[config.mk]
export PLATFORM = sky130hd
export DESIGN_NAME = imp_regs
export DESIGN_NICKNAME = d
export VERILOG_FILES = /design/src/imp_pkg.sv /design/src/imp_regs.sv
export VERILOG_INCLUDE_DIRS = /design/src /design/src/src
export SDC_FILE = /design/constraint.sdc
export NUM_CORES = 1
export LEC_CHECK = 0
export ABC_AREA = 1
export CAP_MARGIN = 20
export CORE_MARGIN = 1
export CORE_UTILIZATION = 26
export CTS_CLUSTER_DIAMETER = 50
export DETAILED_ROUTE_END_ITERATION = 8
export DONT_BUFFER_PORTS = 1
export GPL_ROUTABILITY_DRIVEN = 0
export SYNTH_ARGS = -nofsm -noshare
export SYNTH_HDL_FRONTEND = slang
export SYNTH_SLANG_ARGS = --single-unit
[constraint.sdc]
create_clock -name core_clk -period 2.6 [get_ports core_clk]
set_clock_uncertainty 0.15 [all_clocks]
set_input_delay 0.39 -clock core_clk [delete_from_list [all_inputs] [get_ports core_clk]]
set_output_delay 0.39 -clock core_clk [all_outputs]
set_load 0.03 [all_outputs]
[src/imp_params.svh]
// register addresses, write masks, reset values and field positions
`ifndef IMP_PARAMS_SVH
`define IMP_PARAMS_SVH
`define IMP_ADDR_ENMAIN  8'ha8
`define IMP_ADDR_PRIMAIN 8'hb8
`define IMP_ADDR_ENEXT1  8'he6
`define IMP_ADDR_ENEXT2  8'he7
`define IMP_RST_ENMAIN   8'h00
`define IMP_RST_PRIMAIN  8'hc0
`define IMP_RST_ENEXT1   8'h00
`define IMP_RST_ENEXT2   8'h00
`define IMP_WMASK_ENMAIN  8'hff
`define IMP_WMASK_PRIMAIN 8'h3f
`define IMP_WMASK_ENEXT1  8'h7f
`define IMP_WMASK_ENEXT2  8'h7f
`define IMP_CONV2_BITS    8'h18
`define IMP_RDONE_PRIMAIN 8'hc0
`define IMP_NUM_SRC       20
`define IMP_NUM_CLASSIC   6
`endif

[src/imp_pkg.sv]
// types shared by the interrupt mask and priority register bank
package imp_pkg;
   typedef struct packed {
      logic       wr;
      logic       rd;
      logic       bitWr;
      logic       bitRd;
      logic [7:0] addr;
      logic [7:0] data;
   } imp_sfr_req_t;

   typedef struct packed {
      logic       req;
      logic       high;
      logic [4:0] idx;
   } imp_irq_t;

   typedef struct packed {
      logic globalIrqGate;
      logic softwareScratchFlag;
      logic timerTwoMask;
      logic uartZeroMask;
      logic timerOneMask;
      logic extPinOneMask;
      logic timerZeroMask;
      logic extPinZeroMask;
   } imp_en_main_t;

   typedef struct packed {
      logic [1:0] unused;
      logic       timerTwoLevel;
      logic       uartZeroLevel;
      logic       timerOneLevel;
      logic       extPinOneLevel;
      logic       timerZeroLevel;
      logic       extPinZeroLevel;
   } imp_pri_main_t;

   typedef struct packed {
      logic reserved;
      logic comparatorTwoMask;
      logic comparatorOneMask;
      logic comparatorZeroMask;
      logic counterArrayMask;
      logic convZeroWindowMask;
      logic twowireBusMask;
      logic serialPeriphMask;
   } imp_en_ext1_t;

   typedef struct packed {
      logic reserved;
      logic uartOneMask;
      logic canCtrlMask;
      logic convTwoDoneMask;
      logic convTwoWindowMask;
      logic timerFourMask;
      logic convZeroDoneMask;
      logic timerThreeMask;
   } imp_en_ext2_t;

   typedef enum logic [3:0] {
      SVC_NONE = 4'b0001,
      SVC_LOW  = 4'b0010,
      SVC_HIGH = 4'b0100,
      SVC_NEST = 4'b1000
   } imp_svc_t;
endpackage

[src/imp_regs.sv]
// interrupt enable and priority registers with request gating and arbiter
`timescale 1ns/1ps
`default_nettype none
`include "imp_params.svh"

// Overview of operation
// - global gate bit 7 blocks all sources when clear, else per-source masks
// - main enable bit 6 is a scratch flag with no hardware effect
// - main enable bits 5..0 pass timer2, uart0, timer1, pin1, timer0, pin0
// - main enable at 0xa8, all pages, bit access, resets to zero
// - priority bits 5..0 set high or low level of the six classic sources
// - priority bits 7..6 read as ones, writes to them ignored
// - priority register at 0xb8, all pages, bit access, resets to 0xc0
// - extended enable one bits 6..4 pass comparator 2, 1, 0 requests
// - extended enable one bits 3..0 pass counter array, window, twowire, spi
// - extended enable one bit 7 reads zero, writes ignored
// - extended enable one at 0xe6, all pages, resets to zero
// - extended enable two bits 6,5 pass uart1 and can requests
// - extended enable two bits 2..0 pass timer4, conv0 done, timer3
// - extended enable two bits 4,3 gate second converter, variant only
// - extended enable two at 0xe7, all pages, bit 7 reserved, resets zero
// - high request preempts low service; high service never preempted
// - equal level requests resolved by fixed source order
// - pending enabled requests sampled and decoded every clock
module imp_regs
   import imp_pkg::*;
#(
   parameter bit HAS_CONV_TWO = 1'b1
) (
   // clock and reset
   input  wire logic         core_clk,
   input  wire logic         rst,
   // register access from the core
   input  wire imp_sfr_req_t sfrReq,
   output var  logic [7:0]   sfrRdData,
   output var  logic         sfrRdHit,
   // pending flags, index equals fixed source order
   input  wire logic [19:0]  pendIn,
   // service handshake with the sequencer
   input  wire logic         svcAck,
   input  wire logic         svcDone,
   // request toward the sequencer
   output var  imp_irq_t     irqOut,
   output var  logic [1:0]   svcLevel
);

   // narrow parts keep the second converter bits at zero
   localparam logic [7:0] WMASK_EXT2 = HAS_CONV_TWO ?
      `IMP_WMASK_ENEXT2 : (`IMP_WMASK_ENEXT2 & ~`IMP_CONV2_BITS);

   // byte write then bit write to one register
   function automatic logic [7:0] wr_byte(
      input logic [7:0]   cur,
      input logic [7:0]   adr,
      input logic [7:0]   wmask,
      input imp_sfr_req_t q
   );
      logic [7:0] v;
      v = cur;
      if (q.wr && q.addr == adr) begin
         v = (cur & ~wmask) | (q.data & wmask);
      end
      // bit addresses only alias registers on 8-aligned addresses
      if (q.bitWr && {q.addr[7:3], 3'h0} == adr &&
          wmask[q.addr[2:0]]) begin
         v[q.addr[2:0]] = q.data[0];
      end
      return v;
   endfunction

   // lowest set index wins, found flag on top
   function automatic logic [5:0] first_set(input logic [19:0] v);
      logic [5:0] r;
      r = 6'h00;
      // downward scan so the lowest index is written last
      for (int i = `IMP_NUM_SRC - 1; i >= 0; i--) begin
         if (v[i]) begin
            r = {1'b1, 5'(i)};
         end
      end
      return r;
   endfunction

   imp_en_main_t  enMain;
   imp_pri_main_t priMain;
   imp_en_ext1_t  enExt1;
   imp_en_ext2_t  enExt2;
   imp_en_main_t  next_enMain;
   imp_pri_main_t next_priMain;
   imp_en_ext1_t  next_enExt1;
   imp_en_ext2_t  next_enExt2;

   // register writes
   always_comb begin
      next_enMain  = imp_en_main_t'(wr_byte(enMain, `IMP_ADDR_ENMAIN,
                                            `IMP_WMASK_ENMAIN, sfrReq));
      next_priMain = imp_pri_main_t'(wr_byte(priMain, `IMP_ADDR_PRIMAIN,
                                             `IMP_WMASK_PRIMAIN, sfrReq));
      next_priMain.unused = 2'h3;
      next_enExt1  = imp_en_ext1_t'(wr_byte(enExt1, `IMP_ADDR_ENEXT1,
                                            `IMP_WMASK_ENEXT1, sfrReq));
      // second converter bits only on variants
      next_enExt2  = imp_en_ext2_t'(wr_byte(enExt2, `IMP_ADDR_ENEXT2,
                                            WMASK_EXT2, sfrReq));
   end

   always_ff @(posedge core_clk or posedge rst) begin
      if (rst) begin
         enMain  <= imp_en_main_t'(`IMP_RST_ENMAIN);
         priMain <= imp_pri_main_t'(`IMP_RST_PRIMAIN);
         enExt1  <= imp_en_ext1_t'(`IMP_RST_ENEXT1);
         enExt2  <= imp_en_ext2_t'(`IMP_RST_ENEXT2);
      end else begin
         enMain  <= next_enMain;
         priMain <= next_priMain;
         enExt1  <= next_enExt1;
         enExt2  <= next_enExt2;
      end
   end

   // read path
   logic [7:0] next_sfrRdData;
   logic       next_sfrRdHit;
   logic [7:0] rdByte;
   logic       rdMatch;
   logic [7:0] rdAddr;

   always_comb begin
      // bit reads use the byte address of their register
      rdAddr  = sfrReq.bitRd ? {sfrReq.addr[7:3], 3'h0} : sfrReq.addr;
      rdByte  = 8'h00;
      rdMatch = 1'b1;
      unique case (rdAddr)
         `IMP_ADDR_ENMAIN:  rdByte = enMain;
         `IMP_ADDR_PRIMAIN: rdByte = priMain | `IMP_RDONE_PRIMAIN;
         `IMP_ADDR_ENEXT1:  rdByte = enExt1 & `IMP_WMASK_ENEXT1;
         `IMP_ADDR_ENEXT2:  rdByte = enExt2 & `IMP_WMASK_ENEXT2;
         default:           rdMatch = 1'b0;
      endcase
      // other addresses belong to other blocks, answer zero
      next_sfrRdData = 8'h00;
      next_sfrRdHit  = 1'b0;
      if (sfrReq.bitRd && rdMatch &&
          (rdAddr == `IMP_ADDR_ENMAIN || rdAddr == `IMP_ADDR_PRIMAIN)) begin
         // bit reads return the addressed bit in bit 0
         next_sfrRdData = {7'h00, rdByte[sfrReq.addr[2:0]]};
         next_sfrRdHit  = 1'b1;
      end else if (sfrReq.rd && !sfrReq.bitRd && rdMatch) begin
         next_sfrRdData = rdByte;
         next_sfrRdHit  = 1'b1;
      end
   end

   // read answer stands for one cycle only
   always_ff @(posedge core_clk or posedge rst) begin
      if (rst) begin
         sfrRdData <= 8'h00;
         sfrRdHit  <= 1'b0;
      end else begin
         sfrRdData <= next_sfrRdData;
         sfrRdHit  <= next_sfrRdHit;
      end
   end

   // gating
   // a plain and of flag, mask and gate: a write counts from the next edge
   logic [19:0] enVec;
   logic [19:0] lvlVec;
   logic [19:0] passVec;
   logic [5:0]  pickHigh;
   logic [5:0]  pickLow;

   always_comb begin
      // classic masks, scratch bit 6 gates nothing
      enVec[0]  = enMain.extPinZeroMask;
      enVec[1]  = enMain.timerZeroMask;
      enVec[2]  = enMain.extPinOneMask;
      enVec[3]  = enMain.timerOneMask;
      enVec[4]  = enMain.uartZeroMask;
      enVec[5]  = enMain.timerTwoMask;
      enVec[6]  = enExt1.serialPeriphMask;
      enVec[7]  = enExt1.twowireBusMask;
      enVec[8]  = enExt1.convZeroWindowMask;
      enVec[9]  = enExt1.counterArrayMask;
      enVec[10] = enExt1.comparatorZeroMask;
      enVec[11] = enExt1.comparatorOneMask;
      enVec[12] = enExt1.comparatorTwoMask;
      // timer three, conv0 done, timer four
      enVec[13] = enExt2.timerThreeMask;
      enVec[14] = enExt2.convZeroDoneMask;
      enVec[15] = enExt2.timerFourMask;
      // second converter pair, zero mask on narrow parts
      enVec[16] = enExt2.convTwoWindowMask;
      enVec[17] = enExt2.convTwoDoneMask;
      enVec[18] = enExt2.canCtrlMask;
      enVec[19] = enExt2.uartOneMask;
      // classic levels; extended sources stay low here
      // extended priority bits are not part of this bank
      lvlVec    = 20'h00000;
      lvlVec[0] = priMain.extPinZeroLevel;
      lvlVec[1] = priMain.timerZeroLevel;
      lvlVec[2] = priMain.extPinOneLevel;
      lvlVec[3] = priMain.timerOneLevel;
      lvlVec[4] = priMain.uartZeroLevel;
      lvlVec[5] = priMain.timerTwoLevel;
      // pending, mask and global gate all required
      passVec = pendIn & enVec & {20{enMain.globalIrqGate}};
      pickHigh = first_set(passVec & lvlVec);
      pickLow  = first_set(passVec & ~lvlVec);
   end

   // service tracking and request
   imp_svc_t   svcState;
   imp_svc_t   next_svcState;
   imp_irq_t   next_irqOut;
   logic [1:0] next_svcLevel;
   logic       highOk;
   logic       lowOk;

   always_comb begin
      // ack and done pulses come from the sequencer, one per routine
      next_svcState = svcState;
      // nesting of high over low only
      unique case (svcState)
         SVC_NONE: begin
            if (svcAck && irqOut.req) begin
               next_svcState = irqOut.high ? SVC_HIGH : SVC_LOW;
            end
         end
         SVC_LOW: begin
            if (svcDone) begin
               next_svcState = SVC_NONE;
            // only a high request may nest over a low routine
            end else if (svcAck && irqOut.req && irqOut.high) begin
               next_svcState = SVC_NEST;
            end
         end
         SVC_HIGH: begin
            // a high routine ends only by its own return
            if (svcDone) begin
               next_svcState = SVC_NONE;
            end
         end
         SVC_NEST: begin
            // leaving the nested routine resumes the low one
            if (svcDone) begin
               next_svcState = SVC_LOW;
            end
         end
         default: next_svcState = SVC_NONE;
      endcase
   end

   always_comb begin
      // judged on the state after this edge, so an acked
      // request is not shown again beside its own level flag
      highOk = (next_svcState == SVC_NONE) || (next_svcState == SVC_LOW);
      lowOk  = (next_svcState == SVC_NONE);
      next_irqOut = '0;
      // decode each clock from current registers
      if (pickHigh[5] && highOk) begin
         next_irqOut = '{req: 1'b1, high: 1'b1, idx: pickHigh[4:0]};
      end else if (pickLow[5] && lowOk) begin
         next_irqOut = '{req: 1'b1, high: 1'b0, idx: pickLow[4:0]};
      end
      // level flags follow the state the bank moves to
      // bit 1 high routine, bit 0 low routine
      next_svcLevel = 2'b00;
      unique case (next_svcState)
         SVC_NONE: next_svcLevel = 2'b00;
         SVC_LOW:  next_svcLevel = 2'b01;
         SVC_HIGH: next_svcLevel = 2'b10;
         SVC_NEST: next_svcLevel = 2'b11;
      endcase
   end

   // request and level flags registered together so they agree
   always_ff @(posedge core_clk or posedge rst) begin
      if (rst) begin
         svcState <= SVC_NONE;
         irqOut   <= '0;
         svcLevel <= 2'h0;
      end else begin
         svcState <= next_svcState;
         irqOut   <= next_irqOut;
         svcLevel <= next_svcLevel;
      end
   end

endmodule
`default_nettype wire

==> run_results.csv <==
group,metric,value,unit
clock_network,post_cts_buffers,0,
grt,grt_max_degree,42,
logic_synthesis,synthesis.nets,468,
finish,final_nets,473,
logic_synthesis,yosysTopAreaCell,"dfrtp_1",
logic_synthesis,ys_seq_elements,50,
finish,fill_cells,1226,
setup_path,crit_path_start_kind,"flip-flop",
setup_path,crit_path_max_incr_delay,720,ps
clock_network,cts_max_level,2,
clock_network,insertion_delay,290,ps
grt,grt_pass1_vias,2888,
placement,placed_cells,564,
setup_path,path_cells,"nand3_1 > nand2_1 > nand2_1 > nand2_1 > nand2_1 > nand2_1 > nand2_1 > nand2_1 > nand2_1 > nand2_1 > nand2_1 > nand2_1 > nand2_1 > nand2_1 > nand2_1 > nand2_1 > nand2_1 > nand2_1 > nand2_1 > nand2_1 > nand2_1",
logic_synthesis,synth_most_common_cell,"nand2_1",
logic_synthesis,ys_warn_count,0,
finish,num_antenna_cells,0,
setup_path,cp.required,2630,ps
logic_synthesis,yosysTopAreaCellShare,39.9,%
logic_synthesis,synth.distinct_cells,38,
timing,final-setup-viol-count,0,
detailed_routing,wl_per_cell,16.0,um
setup_path,cp_slowest_cell,"dfrtp_1",
finish,final_area,3400,um2
timing,rsz0062_at_grt,"false",
pwr,ir_drop,0.330,mV
timing,worstMarginPinSlew,593,ps
run_status,status,"completed",
finish,postLayoutCoreUtil,29.6,%
detailed_routing,viasPerCell,5.11,
die,rows,39,
logic_synthesis,synth.area.top_cells,"dfrtp_1 40%, nand2_1 12%, inv_1 7.0%",
die,die_y,111,um
finish,fin_cells,573,
timing,layout_min_cycle_time,2300,ps
timing,slew_headroom,60.5,%
placement,dpl.hpwl,7310,um
worst_hold_path,hold_class,"primary input to flip-flop",
pwr,leakagePower,1.63,nW
logic_synthesis,synth_seq_area_share,40.7,%
timing,hold_viol,0,
logic_synthesis,synth-main-ff-cell,"dfrtp_1",
clock_network,root_buffer,"clkbuf_16",
timing,final.setup.tns,0,ps
detailed_routing,detail-route-antenna-nets,0,
grt,grt_pass1_wl,15000,um
detailed_routing,drtPass1Iterations,5,
clock_network,cts_sinks,50,
die,die_w,111,um
die,core_region_area,11500,um2
setup_path,crit_arrival,2330,ps
setup_path,critPathKind,"flip-flop to flip-flop",
clock_network,cts_buffers,5,
setup_path,crit_top_cell,"nand2_1",
logic_synthesis,netlist_instances,424,
setup_path,path_max_fanout,18,
clock_network,cts_tree,"built",
detailed_routing,drc,0,
die,ios,62,
logic_synthesis,avgSynthCellArea,7.25,um2
logic_synthesis,synth_edf_count,0,
logic_synthesis,synth_area,3080,um2
placement,port_buffers,0,
placement,dpl_cell_area,3240,um2
setup_path,endpoint_kind,"flip-flop",
grt,grt_usage,15.5,%
logic_synthesis,synthTopCellsByCount,"95 x nand2_1, 57 x inv_1, 56 x nor2_1",
detailed_routing,drtIter0Drc,330,
detailed_routing,wl,9190,um
die,dieArea,12300,um2
grt,antenna_found_initial,0,
job,max_cap_violations,0,
die,floorplan.initialDensity,26.8,%
pwr,power_density,647,nW/um2
logic_synthesis,async_flop_share,100,%
timing,maxSlewViolCount,0,
detailed_routing,vias,2927,
clock_network,cts_max_path_buffers,2,
finish,syn2layout_area_growth,10.5,%
clock_network,path_clk_slew,70,ps
pwr,p_total,2.20,mW
finish,drive_gt1_share,11.9,%
grt,overflow,0,
timing,fmax,435,MHz
timing,fin_crit_sh,88.5,%
[worst max-delay path: cells and delay by family, from the launching register on]
| kind | cells | cell delay, ps |
|---|---|---|
| flip-flops | 1 | 720 |
| AND/OR/NAND/NOR | 21 | 1310 |
[report_power, final]
part	internal, mW	total, mW	switching, mW
clock network	0.382	0.661	0.279
logic	0.162	0.486	0.324
registers	0.881	1.05	0.171
total	1.43	2.20	0.774
[kinds of logic after synthesis]
kind of cell / count (synthesis) / synth area share (%)
compound gates: 82 / 16.8
buf+inv: 75 / 9.97
flops: 50 / 40.7
simple gates: 217 / 32.5
[cell usage in the layout (no fill, tap or decap), types with 2 or more instances in the layout]
cell type / Yosys / final
inv_2: 8 / 9
nand2_1: 95 / 95
a32o_1: 2 / 2
nor3_4: 2 / 2
dfrtp_1: 49 / 49
nor4_1: 2 / 2
o21a_1: 2 / 2
nand3_1: 36 / 36
o21ai_1: 7 / 7
o211ai_2: 2 / 2
a21oi_1: 9 / 9
nand4_1: 5 / 5
nand3_2: 3 / 3
nor3_1: 4 / 4
o211ai_1: 5 / 5
clkbuf_16: 0 / 5
inv_1: 57 / 56
o22ai_1: 9 / 9
nor2_1: 56 / 56
buf_4: 4 / 5
nand2_2: 4 / 4
nor3_2: 3 / 3
a31oi_1: 4 / 4
nor2_2: 3 / 3
o21ai_0: 36 / 36
clkinv_2: 2 / 3
[per-layer routing]
| metal | up-vias | part of all wire [%] | global-route usage [%] |
|---|---|---|---|
| met1 | 1367 | 42 | 20.9 |
| li1 | 1391 | - | - |
| met2 | 158 | 47 | 24.4 |
| met5 | - | 0 | 0 |
| met3 | 11 | 9.1 | 2.95 |
| met4 | 0 | 2.4 | 5.96 |
[registers in the layout (all words and copies together) (netlist names)]
signal and cells:
irqOut 7, svcLevel 2, enExt2 7, sfrRdData 8, svcState 4, lvlVec 6
enExt1 7, enMain 8, sfrRdHit 1
[metrics by stage]
step                      hold slack [ps]  setup WS [ps]
after floorplan                       324            730
after global placement               39.7            447
after detailed placement             52.5            352
after CTS                            73.5            337
after global routing                 86.7           35.4
final                                76.7            299
[timing repair]
item / 4_1_cts / 5_1_grt
hold buffers: 1 / 0
endpoints found under the setup margin: 0 / 0
endpoints found under the hold margin: 9 / 0
gates resized for setup: 0 / 0
[path summary, 6_finish.rpt]
path / from / endpoint / slack [ps] / depth (start not counted)
max in group asynchronous: rst / svcState[0] / 1190 / 3
worst max-delay path: enMain[7] / irqOut[0] / 300 / 21
worst min-delay path: sfrReq[18] / sfrRdData[7] / 80 / 2
worst max register to register: enMain[7] / irqOut[0] / 300 / 21
worst min register to register: enExt1[0] / enExt1[0] / 370 / 2
min in group asynchronous: rst / sfrRdData[4] / 310 / 2
[area by class of cell]
class	instances	area, um2	area share [%]
timing repair buffer	6	47.5	1.40
multi-input combinational	299	1520	44.6
clock buffer	7	143	4.20
tap	143	179	5.27
inverter	67	254	7.48
sequential	50	1250	36.9
clock inverter	1	5.00	0.147
No activity file was read; power rests on OpenSTA's default activity.
